**src/design/atfd_pkg.sv**
```systemverilog
// Package for the threshold flag detector: register indexes, field positions,
// reset values and the carrier structs. Assumes 32-bit AXI4-Lite, one register per word.
package atfd_pkg;

  // ----------------------------------------------------------------
  // Register indexes (byte address is four times the index)
  // ----------------------------------------------------------------
  localparam int          ADDR_W    = 12;       // Byte address width of the slave.
  localparam int          IDX_W     = 10;       // Word index width.
  localparam logic [9:0]  IDX_CTRL  = 10'h245;  // Flag output control.
  localparam logic [9:0]  IDX_UPL   = 10'h247;  // Upper threshold, low byte.
  localparam logic [9:0]  IDX_UPH   = 10'h248;  // Upper threshold, high five bits.
  localparam logic [9:0]  IDX_LOL   = 10'h249;  // Lower threshold, low byte.
  localparam logic [9:0]  IDX_LOH   = 10'h24a;  // Lower threshold, high five bits.
  localparam logic [9:0]  IDX_DWL   = 10'h24b;  // Dwell target, low byte.
  localparam logic [9:0]  IDX_DWH   = 10'h24c;  // Dwell target, high byte.
  localparam logic [9:0]  IDX_STAT  = 10'h24d;  // Detector status, read only.

  // ----------------------------------------------------------------
  // Field positions and widths
  // ----------------------------------------------------------------
  localparam int          CTRL_EN    = 0;   // Enable the flag output.
  localparam int          CTRL_LEVEL = 2;   // Level driven while forcing.
  localparam int          CTRL_FORCE = 3;   // Select the forced level.
  localparam logic [7:0]  CTRL_MASK  = 8'h0d; // Writable control bits.
  localparam int          THR_W      = 13;  // Threshold and magnitude width.
  localparam int          THR_HI_W   = 5;   // Bits held in a high threshold register.
  localparam int          DWELL_W    = 16;  // Dwell counter width.
  localparam int          STAT_FLAG  = 0;   // Status: detector flag.
  localparam int          STAT_PIN   = 1;   // Status: level on the pin.

  // ----------------------------------------------------------------
  // Reset values and bus answers
  // ----------------------------------------------------------------
  localparam logic [7:0]  RST_BYTE   = 8'h00; // Every register resets to zero.
  localparam logic [1:0]  RESP_OKAY  = 2'h0;  // Access accepted.
  localparam logic [1:0]  RESP_SLVERR = 2'h2; // Unmapped index.

  // Detector configuration, assembled from the registers.
  typedef struct packed {
    logic                 enable;
    logic [THR_W-1:0]     upper;
    logic [THR_W-1:0]     lower;
    logic [DWELL_W-1:0]   dwell;
  } atfd_cfg_t;

  // Detector state.
  typedef struct packed {
    logic                 flag;
    logic [DWELL_W-1:0]   cnt;
  } atfd_det_t;

endpackage : atfd_pkg

```
**src/design/atfd_detector.sv**
```systemverilog
// Threshold detector core: raises a flag above the upper threshold and drops it
// after the magnitude dwells below the lower threshold. Same clock as the samples.
module atfd_detector (
  input  wire logic               clk_i,        // Core clock.
  input  wire logic               rstn_i,       // Asynchronous reset, active low.
  input  wire atfd_pkg::atfd_cfg_t cfg_i,       // Live configuration.
  input  wire logic               valid_i,      // Sample strobe.
  input  wire logic [12:0]        mag_i,        // Fine magnitude of the sample.
  output logic                    flag_o,       // Detector flag.
  output logic [15:0]             cnt_o         // Dwell counter; not read by the top or its status register.
);
  import atfd_pkg::*;

  atfd_det_t st_r;   // Whole state of the detector.
  atfd_det_t st_nxt; // Its next value.

  // ----------------------------------------------------------------
  // Next state
  // ----------------------------------------------------------------
  // The counter holds the target while the magnitude is not low and counts
  // down while it is; a target of N clears after N+1 low samples.
  always_comb begin
    st_nxt = st_r;
    if (!cfg_i.enable) begin
      st_nxt.flag = 1'b0;
      st_nxt.cnt  = cfg_i.dwell;
    end else if (valid_i) begin
      if (mag_i > cfg_i.upper) begin
        st_nxt.flag = 1'b1;
        st_nxt.cnt  = cfg_i.dwell;
      end else if (mag_i < cfg_i.lower) begin
        if (st_r.cnt == '0) begin
          st_nxt.flag = 1'b0;
        end else begin
          st_nxt.cnt = st_r.cnt - 16'h0001;
        end
      end else begin
        st_nxt.cnt = cfg_i.dwell;
      end
    end
  end

  // State register.
  always_ff @(posedge clk_i or negedge rstn_i) begin
    if (!rstn_i) begin
      st_r <= '0;
    end else begin
      st_r <= st_nxt;
    end
  end

  assign flag_o = st_r.flag;
  assign cnt_o  = st_r.cnt;
endmodule // atfd_detector

```
**src/design/adc_threshold_fast_detect.sv**
```systemverilog
// Top of the threshold flag block: AXI4-Lite register slave, flag force and
// enable logic, and the detector. Samples come from logic on the same clock.
//
// Contract
// - Force bit 3 selects forced pin level.
// - While forcing, pin equals force-level bit 2.
// - Enable bit 0 gates the flag output.
// - Compare magnitude against 13-bit upper threshold.
// - Upper threshold is high[4:0] and low[7:0].
// - Compare magnitude against 13-bit lower threshold.
// - Lower threshold is high[4:0] and low[7:0].
// - Dwell counter times low run before clearing.
// - Dwell target high byte sits next register.
//
// Added by the designer: the AXI4-Lite register port.
module adc_threshold_fast_detect (
  input  wire logic                     CORE_CLK_I,        // Core clock, 25 MHz.
  input  wire logic                     RSTN_I,            // Asynchronous reset, active low.
  input  wire logic [atfd_pkg::ADDR_W-1:0] S_AXI_AWADDR_I, // Write address.
  input  wire logic                     S_AXI_AWVALID_I,   // Write address valid.
  output logic                          S_AXI_AWREADY_O,   // Write address ready.
  input  wire logic [31:0]              S_AXI_WDATA_I,     // Write data.
  input  wire logic [3:0]               S_AXI_WSTRB_I,     // Write strobes.
  input  wire logic                     S_AXI_WVALID_I,    // Write data valid.
  output logic                          S_AXI_WREADY_O,    // Write data ready.
  output logic [1:0]                    S_AXI_BRESP_O,     // Write response.
  output logic                          S_AXI_BVALID_O,    // Write response valid.
  input  wire logic                     S_AXI_BREADY_I,    // Write response ready.
  input  wire logic [atfd_pkg::ADDR_W-1:0] S_AXI_ARADDR_I, // Read address.
  input  wire logic                     S_AXI_ARVALID_I,   // Read address valid.
  output logic                          S_AXI_ARREADY_O,   // Read address ready.
  output logic [31:0]                   S_AXI_RDATA_O,     // Read data.
  output logic [1:0]                    S_AXI_RRESP_O,     // Read response.
  output logic                          S_AXI_RVALID_O,    // Read data valid.
  input  wire logic                     S_AXI_RREADY_I,    // Read data ready.
  input  wire logic                     SAMPLE_VALID_I,    // Sample strobe, core clock.
  input  wire logic [12:0]              FINE_MAGNITUDE_I,  // Fine magnitude of the sample.
  output logic                          PER_CHANNEL_THRESHOLD_FLAG_PIN_O // Flag pin.
);
  import atfd_pkg::*;

  // ----------------------------------------------------------------
  // State
  // ----------------------------------------------------------------
  // All state lives in one struct so the bus side and the pin share one
  // register process and one reset.
  typedef struct packed {
    logic [7:0]       ctrl;     // Flag output control.
    logic [7:0]       upl;      // Upper threshold low byte.
    logic [4:0]       uph;      // Upper threshold high bits.
    logic [7:0]       lol;      // Lower threshold low byte.
    logic [4:0]       loh;      // Lower threshold high bits.
    logic [7:0]       dwl;      // Dwell target low byte.
    logic [7:0]       dwh;      // Dwell target high byte.
    logic             aw_held;  // Write address captured.
    logic [IDX_W-1:0] aw_idx;   // Captured write index.
    logic             w_held;   // Write data captured.
    logic [7:0]       wdata;    // Captured write byte.
    logic             wstrb0;   // Captured strobe of byte lane 0.
    logic             awready;  // Write address ready.
    logic             wready;   // Write data ready.
    logic             bvalid;   // Write response pending.
    logic [1:0]       bresp;    // Write response code.
    logic             arready;  // Read address ready.
    logic             rvalid;   // Read data pending.
    logic [7:0]       rdata;    // Read byte.
    logic [1:0]       rresp;    // Read response code.
    logic             pin;      // Flag pin level.
  } atfd_top_t;

  atfd_top_t  st_r;      // Registered state.
  atfd_top_t  st_nxt;    // Next state.
  atfd_cfg_t  cfg;       // Detector configuration.
  logic       det_flag;  // Detector flag.
  logic [15:0] det_cnt;  // Dwell counter.
  logic       wr_do;     // A complete write is applied this cycle.
  logic [12:0] upper_thr; // Assembled upper threshold.
  logic [12:0] lower_thr; // Assembled lower threshold.

  // ----------------------------------------------------------------
  // Decode helpers
  // ----------------------------------------------------------------
  // True for every index that the slave answers with OKAY.
  function automatic logic reg_hit(input logic [IDX_W-1:0] idx);
    reg_hit = (idx == IDX_CTRL) || (idx == IDX_UPL) || (idx == IDX_UPH) ||
              (idx == IDX_LOL) || (idx == IDX_LOH) || (idx == IDX_DWL) ||
              (idx == IDX_DWH) || (idx == IDX_STAT);
  endfunction

  // Read value of a register; reserved bits read as zero.
  function automatic logic [7:0] reg_read(input atfd_top_t s, input logic [IDX_W-1:0] idx,
                                          input logic flag);
    unique case (idx)
      IDX_CTRL: reg_read = s.ctrl & CTRL_MASK;
      IDX_UPL:  reg_read = s.upl;
      IDX_UPH:  reg_read = {3'h0, s.uph};
      IDX_LOL:  reg_read = s.lol;
      IDX_LOH:  reg_read = {3'h0, s.loh};
      IDX_DWL:  reg_read = s.dwl;
      IDX_DWH:  reg_read = s.dwh;
      IDX_STAT: reg_read = {6'h00, s.pin, flag};
      default:  reg_read = RST_BYTE;
    endcase
  endfunction

  // ----------------------------------------------------------------
  // Configuration assembly
  // ----------------------------------------------------------------
  assign upper_thr = {st_r.uph, st_r.upl};
  assign lower_thr = {st_r.loh, st_r.lol};
  // One assignment fills the whole struct, so the configuration has a single driver.
  assign cfg = '{enable : st_r.ctrl[CTRL_EN],
                 upper  : upper_thr,
                 lower  : lower_thr,
                 dwell  : {st_r.dwh, st_r.dwl}};

  // A write is applied once address and data are both held and the
  // previous response has gone; this keeps one write in flight.
  assign wr_do = st_r.aw_held && st_r.w_held && !st_r.bvalid;

  // ----------------------------------------------------------------
  // Detector
  // ----------------------------------------------------------------
  atfd_detector u_det (
    .clk_i   (CORE_CLK_I),
    .rstn_i  (RSTN_I),
    .cfg_i   (cfg),
    .valid_i (SAMPLE_VALID_I),
    .mag_i   (FINE_MAGNITUDE_I),
    .flag_o  (det_flag),
    .cnt_o   (det_cnt)
  );

  // ----------------------------------------------------------------
  // Next state
  // ----------------------------------------------------------------
  always_comb begin
    st_nxt = st_r;
    // Capture the write address when offered and free.
    if (S_AXI_AWVALID_I && st_r.awready) begin
      st_nxt.aw_held = 1'b1;
      st_nxt.aw_idx  = S_AXI_AWADDR_I[ADDR_W-1:2];
    end
    // Capture the write data independently of the address.
    if (S_AXI_WVALID_I && st_r.wready) begin
      st_nxt.w_held = 1'b1;
      st_nxt.wdata  = S_AXI_WDATA_I[7:0];
      st_nxt.wstrb0 = S_AXI_WSTRB_I[0];
    end
    // The response leaves when the master takes it.
    if (st_r.bvalid && S_AXI_BREADY_I) begin
      st_nxt.bvalid = 1'b0;
    end
    // Apply the write; only byte lane 0 carries register data.
    if (wr_do) begin
      st_nxt.aw_held = 1'b0;
      st_nxt.w_held  = 1'b0;
      st_nxt.bvalid  = 1'b1;
      st_nxt.bresp   = reg_hit(st_r.aw_idx) ? RESP_OKAY : RESP_SLVERR;
      if (st_r.wstrb0) begin
        unique case (st_r.aw_idx)
          IDX_CTRL: st_nxt.ctrl = st_r.wdata & CTRL_MASK;
          IDX_UPL:  st_nxt.upl  = st_r.wdata;
          IDX_UPH:  st_nxt.uph  = st_r.wdata[THR_HI_W-1:0];
          IDX_LOL:  st_nxt.lol  = st_r.wdata;
          IDX_LOH:  st_nxt.loh  = st_r.wdata[THR_HI_W-1:0];
          IDX_DWL:  st_nxt.dwl  = st_r.wdata;
          IDX_DWH:  st_nxt.dwh  = st_r.wdata;
          default:  st_nxt.ctrl = st_r.ctrl;
        endcase
      end
    end
    // Ready is offered only when nothing of that channel is held, so
    // a second write waits for the first response to be taken.
    st_nxt.awready = !st_nxt.aw_held && !st_nxt.bvalid;
    st_nxt.wready  = !st_nxt.w_held && !st_nxt.bvalid;
    // Read data leaves when the master takes it.
    if (st_r.rvalid && S_AXI_RREADY_I) begin
      st_nxt.rvalid = 1'b0;
    end
    // Take a read and answer it on the next cycle.
    if (S_AXI_ARVALID_I && st_r.arready) begin
      st_nxt.rvalid = 1'b1;
      st_nxt.rdata  = reg_read(st_r, S_AXI_ARADDR_I[ADDR_W-1:2], det_flag);
      st_nxt.rresp  = reg_hit(S_AXI_ARADDR_I[ADDR_W-1:2]) ? RESP_OKAY : RESP_SLVERR;
    end
    st_nxt.arready = !st_nxt.rvalid;
    // Forcing overrides detection; otherwise the enable gates the flag.
    if (st_r.ctrl[CTRL_FORCE]) begin
      st_nxt.pin = st_r.ctrl[CTRL_LEVEL];
    end else begin
      st_nxt.pin = st_r.ctrl[CTRL_EN] && det_flag;
    end
  end

  // ----------------------------------------------------------------
  // State register
  // ----------------------------------------------------------------
  // Ready lines stay low during reset and rise at the first edge after.
  always_ff @(posedge CORE_CLK_I or negedge RSTN_I) begin
    if (!RSTN_I) begin
      st_r <= '0;
    end else begin
      st_r <= st_nxt;
    end
  end

  // ----------------------------------------------------------------
  // Outputs
  // ----------------------------------------------------------------
  // Every output comes straight from a register field; the read data is
  // zero-extended because only byte lane 0 carries register data.
  assign S_AXI_AWREADY_O = st_r.awready;
  assign S_AXI_WREADY_O  = st_r.wready;
  assign S_AXI_BVALID_O  = st_r.bvalid;
  assign S_AXI_BRESP_O   = st_r.bresp;
  assign S_AXI_ARREADY_O = st_r.arready;
  assign S_AXI_RVALID_O  = st_r.rvalid;
  assign S_AXI_RRESP_O   = st_r.rresp;
  assign S_AXI_RDATA_O   = {24'h000000, st_r.rdata};
  assign PER_CHANNEL_THRESHOLD_FLAG_PIN_O = st_r.pin;
endmodule // adc_threshold_fast_detect

```
**config.mk**
```make
export PLATFORM = sky130hd
export DESIGN_NAME = adc_threshold_fast_detect
export DESIGN_NICKNAME = d
export VERILOG_FILES = /design/src/design/atfd_pkg.sv /design/src/design/atfd_detector.sv /design/src/design/adc_threshold_fast_detect.sv
export SDC_FILE = /design/constraint.sdc
export NUM_CORES = 1
export LEC_CHECK = 0
export BUFFER_PORTS_ARGS = -buffer_cell sky130_fd_sc_hd__buf_2
export CAP_MARGIN = 25
export CORE_ASPECT_RATIO = 0.9
export CORE_UTILIZATION = 55
export DETAILED_ROUTE_END_ITERATION = 8
export GPL_ROUTABILITY_DRIVEN = 0
export PLACE_DENSITY_LB_ADDON = 0.1
export SETUP_SLACK_MARGIN = 0.15
export SLEW_MARGIN = 30
export SYNTH_ARGS = -nofsm -noshare
export SYNTH_HDL_FRONTEND = slang
export SYNTH_SLANG_ARGS = --single-unit
```
**constraint.sdc**
```tcl
create_clock -name CORE_CLK_I -period 5.6 [get_ports CORE_CLK_I]
set_input_delay 1.12 -clock CORE_CLK_I [delete_from_list [all_inputs] [get_ports CORE_CLK_I]]
set_output_delay 1.12 -clock CORE_CLK_I [all_outputs]
set_load 0.005 [all_outputs]
```
==> results of run 1 <==
==> layout make-up <==
| type | instances | area share, % |
|---|---|---|
| multi-input cells | 367 | 43.8 |
| flip-flops and latches | 99 | 40.1 |
| repair buffers | 67 | 5.55 |
| clock buffers | 10 | 3.87 |
| inverters | 48 | 2.92 |
| well taps | 126 | 2.55 |
| clock inverters | 6 | 1.15 |
==> cell usage after synthesis, types with 10 or more instances <==
library cell,count
buf_4,37
ha_1,27
nor3_1,10
mux2_2,52
clkbuf_1,10
inv_1,48
nor2_1,15
nand2_1,51
a221oi_1,10
dfrtp_1,99
a32oi_1,14
mux2i_1,18
a21oi_1,14
o21ai_0,38
==> cells by family (layout without fill, tap and decap cells) <==
family | after synthesis | count (layout) | share of synthesized area, %
adders and majority gates | 27 | 27 | 6.03
other | 1 | 26 | 0.0669
AOI/OAI and AO/OA | 107 | 107 | 12.9
muxes | 70 | 70 | 13.7
DFF | 99 | 99 | 44.2
buffers and inverters | 99 | 131 | 9.42
and+or+nand+nor | 137 | 137 | 13.7
==> power breakdown <==
group | internal [mW] | switching (mW) | total [mW]
sequential | 0.821 | 0.138 | 0.959
combinational | 0.183 | 0.193 | 0.376
clock | 0.363 | 0.282 | 0.645
total | 1.37 | 0.613 | 1.98
==> state kept, by name, indices dropped and copies added (netlist names) <==
| name | flops |
|---|---|
| u_det.flag_o | 1 |
| S_AXI_RRESP_O | 1 |
| S_AXI_BVALID_O | 1 |
| S_AXI_BRESP_O | 1 |
| S_AXI_ARREADY_O | 1 |
| S_AXI_AWREADY_O | 1 |
| u_det.cnt_o | 16 |
| S_AXI_RVALID_O | 1 |
| cfg | 43 |
| st_r | 23 |
| S_AXI_RDATA_O | 8 |
| S_AXI_WREADY_O | 1 |
| PER_CHANNEL_THRESHOLD_FLAG_PIN_O | 1 |
==> layer usage <==
layer / global-route usage [%] / wire (µm)
met1: 37.4 / 5910
met3: 6.68 / 735
met5: 0 / 0
met4: 5.51 / 133
met2: 40.8 / 5870
==> worst max-delay path, delay by kind of cell <==
family                     cells  cell delay, ns
adders and majority gates      1            0.31
muxes                          1            0.27
buffers and inverters          1            0.12
AOI/OAI and AO/OA              4            1.64
and+or+nand+nor                2            0.52
==> worst paths after layout <==
kind                                      start                to  slack [ns]  cells past startpoint
setup / recovery           FINE_MAGNITUDE_I[12]    u_det.cnt_o[1]        1.90                      9
hold / removal                 S_AXI_RDATA_O[3]  S_AXI_RDATA_O[3]        0.48                      2
setup reg to reg                        cfg[41]    u_det.cnt_o[1]        2.38                      9
hold reg to reg                S_AXI_RDATA_O[3]  S_AXI_RDATA_O[3]        0.48                      2
max in group asynchronous                RSTN_I            cfg[1]        3.75                      2
min in group asynchronous                RSTN_I   u_det.cnt_o[10]        0.77                      1
==> placed cells by master, fill, tap and decap left out, types with 10 or more instances in the layout <==
cell type,Yosys,layout
a21oi_1,14,14
inv_1,48,48
ha_1,27,27
dfrtp_1,99,99
a32oi_1,14,14
nor3_1,10,10
mux2i_1,18,18
o21ai_0,38,38
buf_2,2,64
mux2_2,52,52
nand2_1,51,51
nor2_1,15,15
a221oi_1,10,10
conb_1,1,26
==> stage by stage <==
| step | hold WS, ns | utilization [%] |
|---|---|---|
| floorplan | 0.432 | - |
| global placement | 0.456 | 59.8 |
| detailed placement | 0.464 | 59.9 |
| CTS | 0.480 | 63.1 |
| global route | 0.511 | 63.1 |
| finish | 0.477 | 63.1 |
==> metrics.txt, run 1 <==
clock skew 0.00861 ns; Layout Cells excl Fill 723; H-tree depth 3; register area share after synthesis 44.2%; Syn Inst Count 540; dpl hpwl 9.30 mm; Post-CTS Setup Bufs 0; CTS root buf clkbuf_16; Fmax 270 MHz; antenna violations before repair 0; register area 2480 µm²; kind of critical path in -> reg; asr flop ratio synth 100%; # DRC 0; DP Cell Count 707; routed wire length 12.6 mm; crit-path max FO 17; top_reg_cell synth dfrtp_1; Initial Util 57.3%; slew margin rel. 32.0%; Startpoint Class primary input; clock sink total 99; FF+latch count, synth 99; Core Rows 34; GRT Util Overall 26.3%; Placeable Area 9780 µm²; Critical Path Max Stage Delay 0.68 ns; PnR worst setup slack 1.90 ns; final instance area 6180 µm²; CP endpoint kind flip-flop; status finished, final reports clean; PwrDens 321 nW/µm²; CP arrival 3.97 ns; number of DRC markers in iteration 0 289; # resized after CTS 0; drt pass-1 iters 5; final hold vios 0; final worst path period need 3.70 ns; Worst Max-Slew Pin Slew 1.02 ns; Via density 5.87; required time at the worst-slack endpoint 5.87 ns; die area 10,600 µm²; Slew Viols, Final 0; Worst-Skew Late Latency 0.36 ns; Final nets 700; slowest cell on the critical path a2bb2oi_2; vias post-DR 4,246; worst hold path type reg -> reg; clk slew on worst S/H paths 0.07 ns; Yosys cell types 58; grt ovf 0; Die Ht 97.8 µm; yosys warns 0; post-synth top area cell dfrtp_1; Max VDD drop 0.000238 V; Design Power 1.98 mW; setup TNS 0 ns; Area contributors post-synth dfrtp_1 44%, mux2_2 10%, ha_1 6.0%, buf_4 5.0%, nand2_1 3.4%; Top Ports 123; first-pass GRT wire length 21.3 mm; final setup vio count 0; leakage 2.95 nW; largest net degree at the start of global routing 54; n_diodes 0; CTS tree built; port buffer count 65; die width 108 µm; footprint of the multi-input gates 2710 µm²; TritonCTS Buffers 9; vias in the first global route 4,236; Mapped Avg Cell Area 10.4 µm²; top cell type's share of synthesized area 44.2%; Setup WS pre-CTS 1.61 ns; critical-path cell list buf_2 -> ha_1 -> nand4_1 -> nor3_1 -> o21ai_0 -> o211a_1 -> o21ai_2 -> a2bb2oi_2 -> mux2i_1; Wirelength per Cell 17.5 µm; RSZ-0062 raised after global routing false; placed instance area 5870 µm²; Area Overhead vs Synth 10.2%; CTS Buffer Depth 2; Max Cap Viol 0; FILL cells 804; Post-Syn Area 5600 µm²; CTS Hold Buffers Added 0; Final ANT Viol Nets 0; Post-synth EDFFs 0; Final period util 66.1%; share of layout cells above drive strength 1 25.6%
Note: power is estimated with default switching activity, not from simulation.
==> inputs of run 2 (changes only) <==
==> constraint.sdc (replaced) <==
create_clock -name CORE_CLK_I -period 3.5 [get_ports CORE_CLK_I]
set_input_delay 0.7 -clock CORE_CLK_I [delete_from_list [all_inputs] [get_ports CORE_CLK_I]]
set_output_delay 0.7 -clock CORE_CLK_I [all_outputs]
set_load 0.005 [all_outputs]
==> run 2 against run 1 <==
Net effect: sequential power grew 62%; non-clock buffer count grew 4; clock-buffer cell count grew 1; clock skew shrank 0.00095 ns; combinational power grew 60%; via count grew 0.73%; sequential cell count is the same; first-iteration DRC count grew 19%; register-to-register slack lost 1.7 ns; worst setup slack lost 1.3 ns; critical path type unchanged; highest routed layer unchanged.
==> metrics.txt, run 2 (same netlist as run 1, synthesis figures left out) <==
CTS tree built (unchanged); required time at the worst-slack endpoint 3.67 ns (was 5.87 ns); # DRC 0 (unchanged); CTS Hold Buffers Added 0 (unchanged); # resized after CTS 0 (unchanged); TritonCTS Buffers 9 (unchanged); vias in the first global route 4,260 (was 4,236); share of layout cells above drive strength 1 25.8% (was 25.6%); Wirelength per Cell 17.9 µm (was 17.5 µm); Setup WS pre-CTS 0.309 ns (was 1.61 ns); antenna violations before repair 0 (unchanged); Top Ports 123 (unchanged); largest net degree at the start of global routing 55 (was 54); final hold vios 0 (unchanged); leakage 2.99 nW (was 2.95 nW); die area 10,600 µm² (unchanged); number of DRC markers in iteration 0 345 (was 289); worst hold path type in -> async (was reg -> reg); PwrDens 521 nW/µm² (was 321 nW/µm²); clock sink total 99 (unchanged); final worst path period need 2.85 ns; RSZ-0062 raised after global routing false (unchanged); grt ovf 0 (unchanged); Slew Viols, Final 0 (unchanged); first-pass GRT wire length 21.4 mm (was 21.3 mm); Final nets 704 (was 700); Fmax 350 MHz; setup TNS 0 ns (unchanged); Post-CTS Setup Bufs 0 (unchanged); CP endpoint kind flip-flop (unchanged); Final period util 81.5%; die width 108 µm (unchanged); FILL cells 832 (was 804); critical-path cell list buf_2 -> ha_1 -> nand4_1 -> nor3_1 -> o21ai_0 -> o211a_1 -> o21ai_2 -> a2bb2oi_2 -> buf_4 -> a32oi_1 (was buf_2 -> ha_1 -> nand4_1 -> nor3_1 -> o21ai_0 -> o211a_1 -> o21ai_2 -> a2bb2oi_2 -> mux2i_1); Max Cap Viol 0 (unchanged); slowest cell on the critical path o21ai_2 (was a2bb2oi_2); GRT Util Overall 26.5% (was 26.3%); Startpoint Class primary input (unchanged); port buffer count 65 (unchanged); kind of critical path in -> reg (unchanged); Max VDD drop 0.000421 V (was 0.000238 V); Critical Path Max Stage Delay 0.58 ns (was 0.68 ns); PnR worst setup slack 0.647 ns (was 1.90 ns); Buf+Inv Stages, Crit Path 2 (was 1); routed wire length 13.0 mm (was 12.6 mm); crit-path max FO 17 (unchanged); clock skew 0.00766 ns (was 0.00861 ns); Worst Max-Slew Pin Slew 0.974 ns (was 1.02 ns); global routing's busiest layer met2 (unchanged); drt pass-1 iters 5 (unchanged); Die Ht 97.8 µm (unchanged); CTS Buffer Depth 2 (unchanged); max reg flops 43 (unchanged); vias post-DR 4,277 (was 4,246); setup slack, reg-to-reg 0.69 ns (was 2.38 ns); Placeable Area 9780 µm² (unchanged); met3 Use GR 5.14% (was 6.68%); Via density 5.88 (was 5.87); CTS root buf clkbuf_16 (unchanged); dpl hpwl 9.58 mm (was 9.30 mm); status finished, final reports clean (unchanged); clk slew on worst S/H paths 0.07 ns (about the same); commonest non-fill, non-tap cell in the layout dfrtp_1 (unchanged); delay-heaviest family, CP compound AO/OA/AOI/OAI gates (unchanged); Initial Util 57.3% (unchanged); final setup vio count 0 (unchanged); slew margin rel. 35.1% (was 32.0%); CP arrival 3.02 ns (was 3.97 ns); n_diodes 0 (unchanged); Worst-Skew Late Latency 0.35 ns (was 0.36 ns); Area Overhead vs Synth 11.0% (was 10.2%); commonest non-fill, non-tap cells in the layout 99 x dfrtp_1, 64 x buf_2, 52 x mux2_2 (unchanged); met2 usage 41.5% (was 40.8%); met1 Use GR 36.9% (was 37.4%); H-tree depth 3 (unchanged); Final ANT Viol Nets 0 (unchanged); Core Rows 34 (unchanged)
==> run 2: cell count changes in the layout (fill, tap and decap cells not counted), sizes merged <==
cell / before / now
buf: 67 / 71
clkinv: 2 / 1
clkinvlp: 1 / 0
bufinv: 1 / 2
clkbuf: 10 / 11
==> run 2: final timing paths <==
kind	from	end	cells after the start
hold reg to reg	st_r[27]	S_AXI_WREADY_O	1
setup reg to reg	cfg[41]	u_det.cnt_o[11]	10
setup / recovery	FINE_MAGNITUDE_I[12]	u_det.cnt_o[11]	10
min in group CORE_CLK_I	st_r[27]	S_AXI_WREADY_O	1
max in group asynchronous	RSTN_I	st_r[34]	2
hold / removal	RSTN_I	S_AXI_RDATA_O[6]	1
==> run 2: metrics by stage <==
stage | cells | total power, mW | instance area (µm²) | hold WS (ns) | util [%]
2_1_floorplan | 565 | 1.94 | 5700 | 0.404 | -
3_3_place_gp | 711 | 2.12 | 5890 | 0.455 | 60.2
3_5_place_dp | 711 | 2.16 | 5890 | 0.466 | 60.2
4_1_cts | 727 | 3.26 | 6220 | 0.374 | 63.6
5_1_grt | 727 | 3.39 | 6220 | 0.405 | 63.6
6_report | 727 | 3.24 | 6220 | 0.359 | 63.6
==> run 2: final cells by class <==
| type | count | area [µm²] | area share, % |
|---|---|---|---|
| Clock inverter | 5 | 82.6 | 1.33 |
| Clock buffer | 11 | 243 | 3.90 |
| Multi-Input combinational cell | 367 | 2690 | 43.3 |
| Tap cell | 126 | 158 | 2.54 |
| Sequential cell | 99 | 2480 | 39.8 |
| Inverter | 48 | 180 | 2.90 |
| Timing Repair Buffer | 71 | 385 | 6.20 |
==> run 2: worst register-to-register path, cell delays in order (launching register included) <==
cell	delay (ns)
dfrtp_1	0.37
inv_1	0.05
ha_1	0.31
nand4_1	0.17
nor3_1	0.29
o21ai_0	0.16
o211a_1	0.18
o21ai_2	0.58
a2bb2oi_2	0.19
buf_4	0.24
a32oi_1	0.10
==> run 2: per-layer routing <==
layer / routed length, µm / up-vias
li1: - / 1994
met1: 5900 / 2110
met2: 6080 / 150
met3: 721 / 23
met4: 288 / 0
met5: 0 / -
==> run 2: where the power goes <==
group          leakage (nW)  switching [mW]  internal, mW
clock                 0.161           0.443         0.650
combinational          1.51           0.308         0.295
sequential             1.32           0.232          1.31
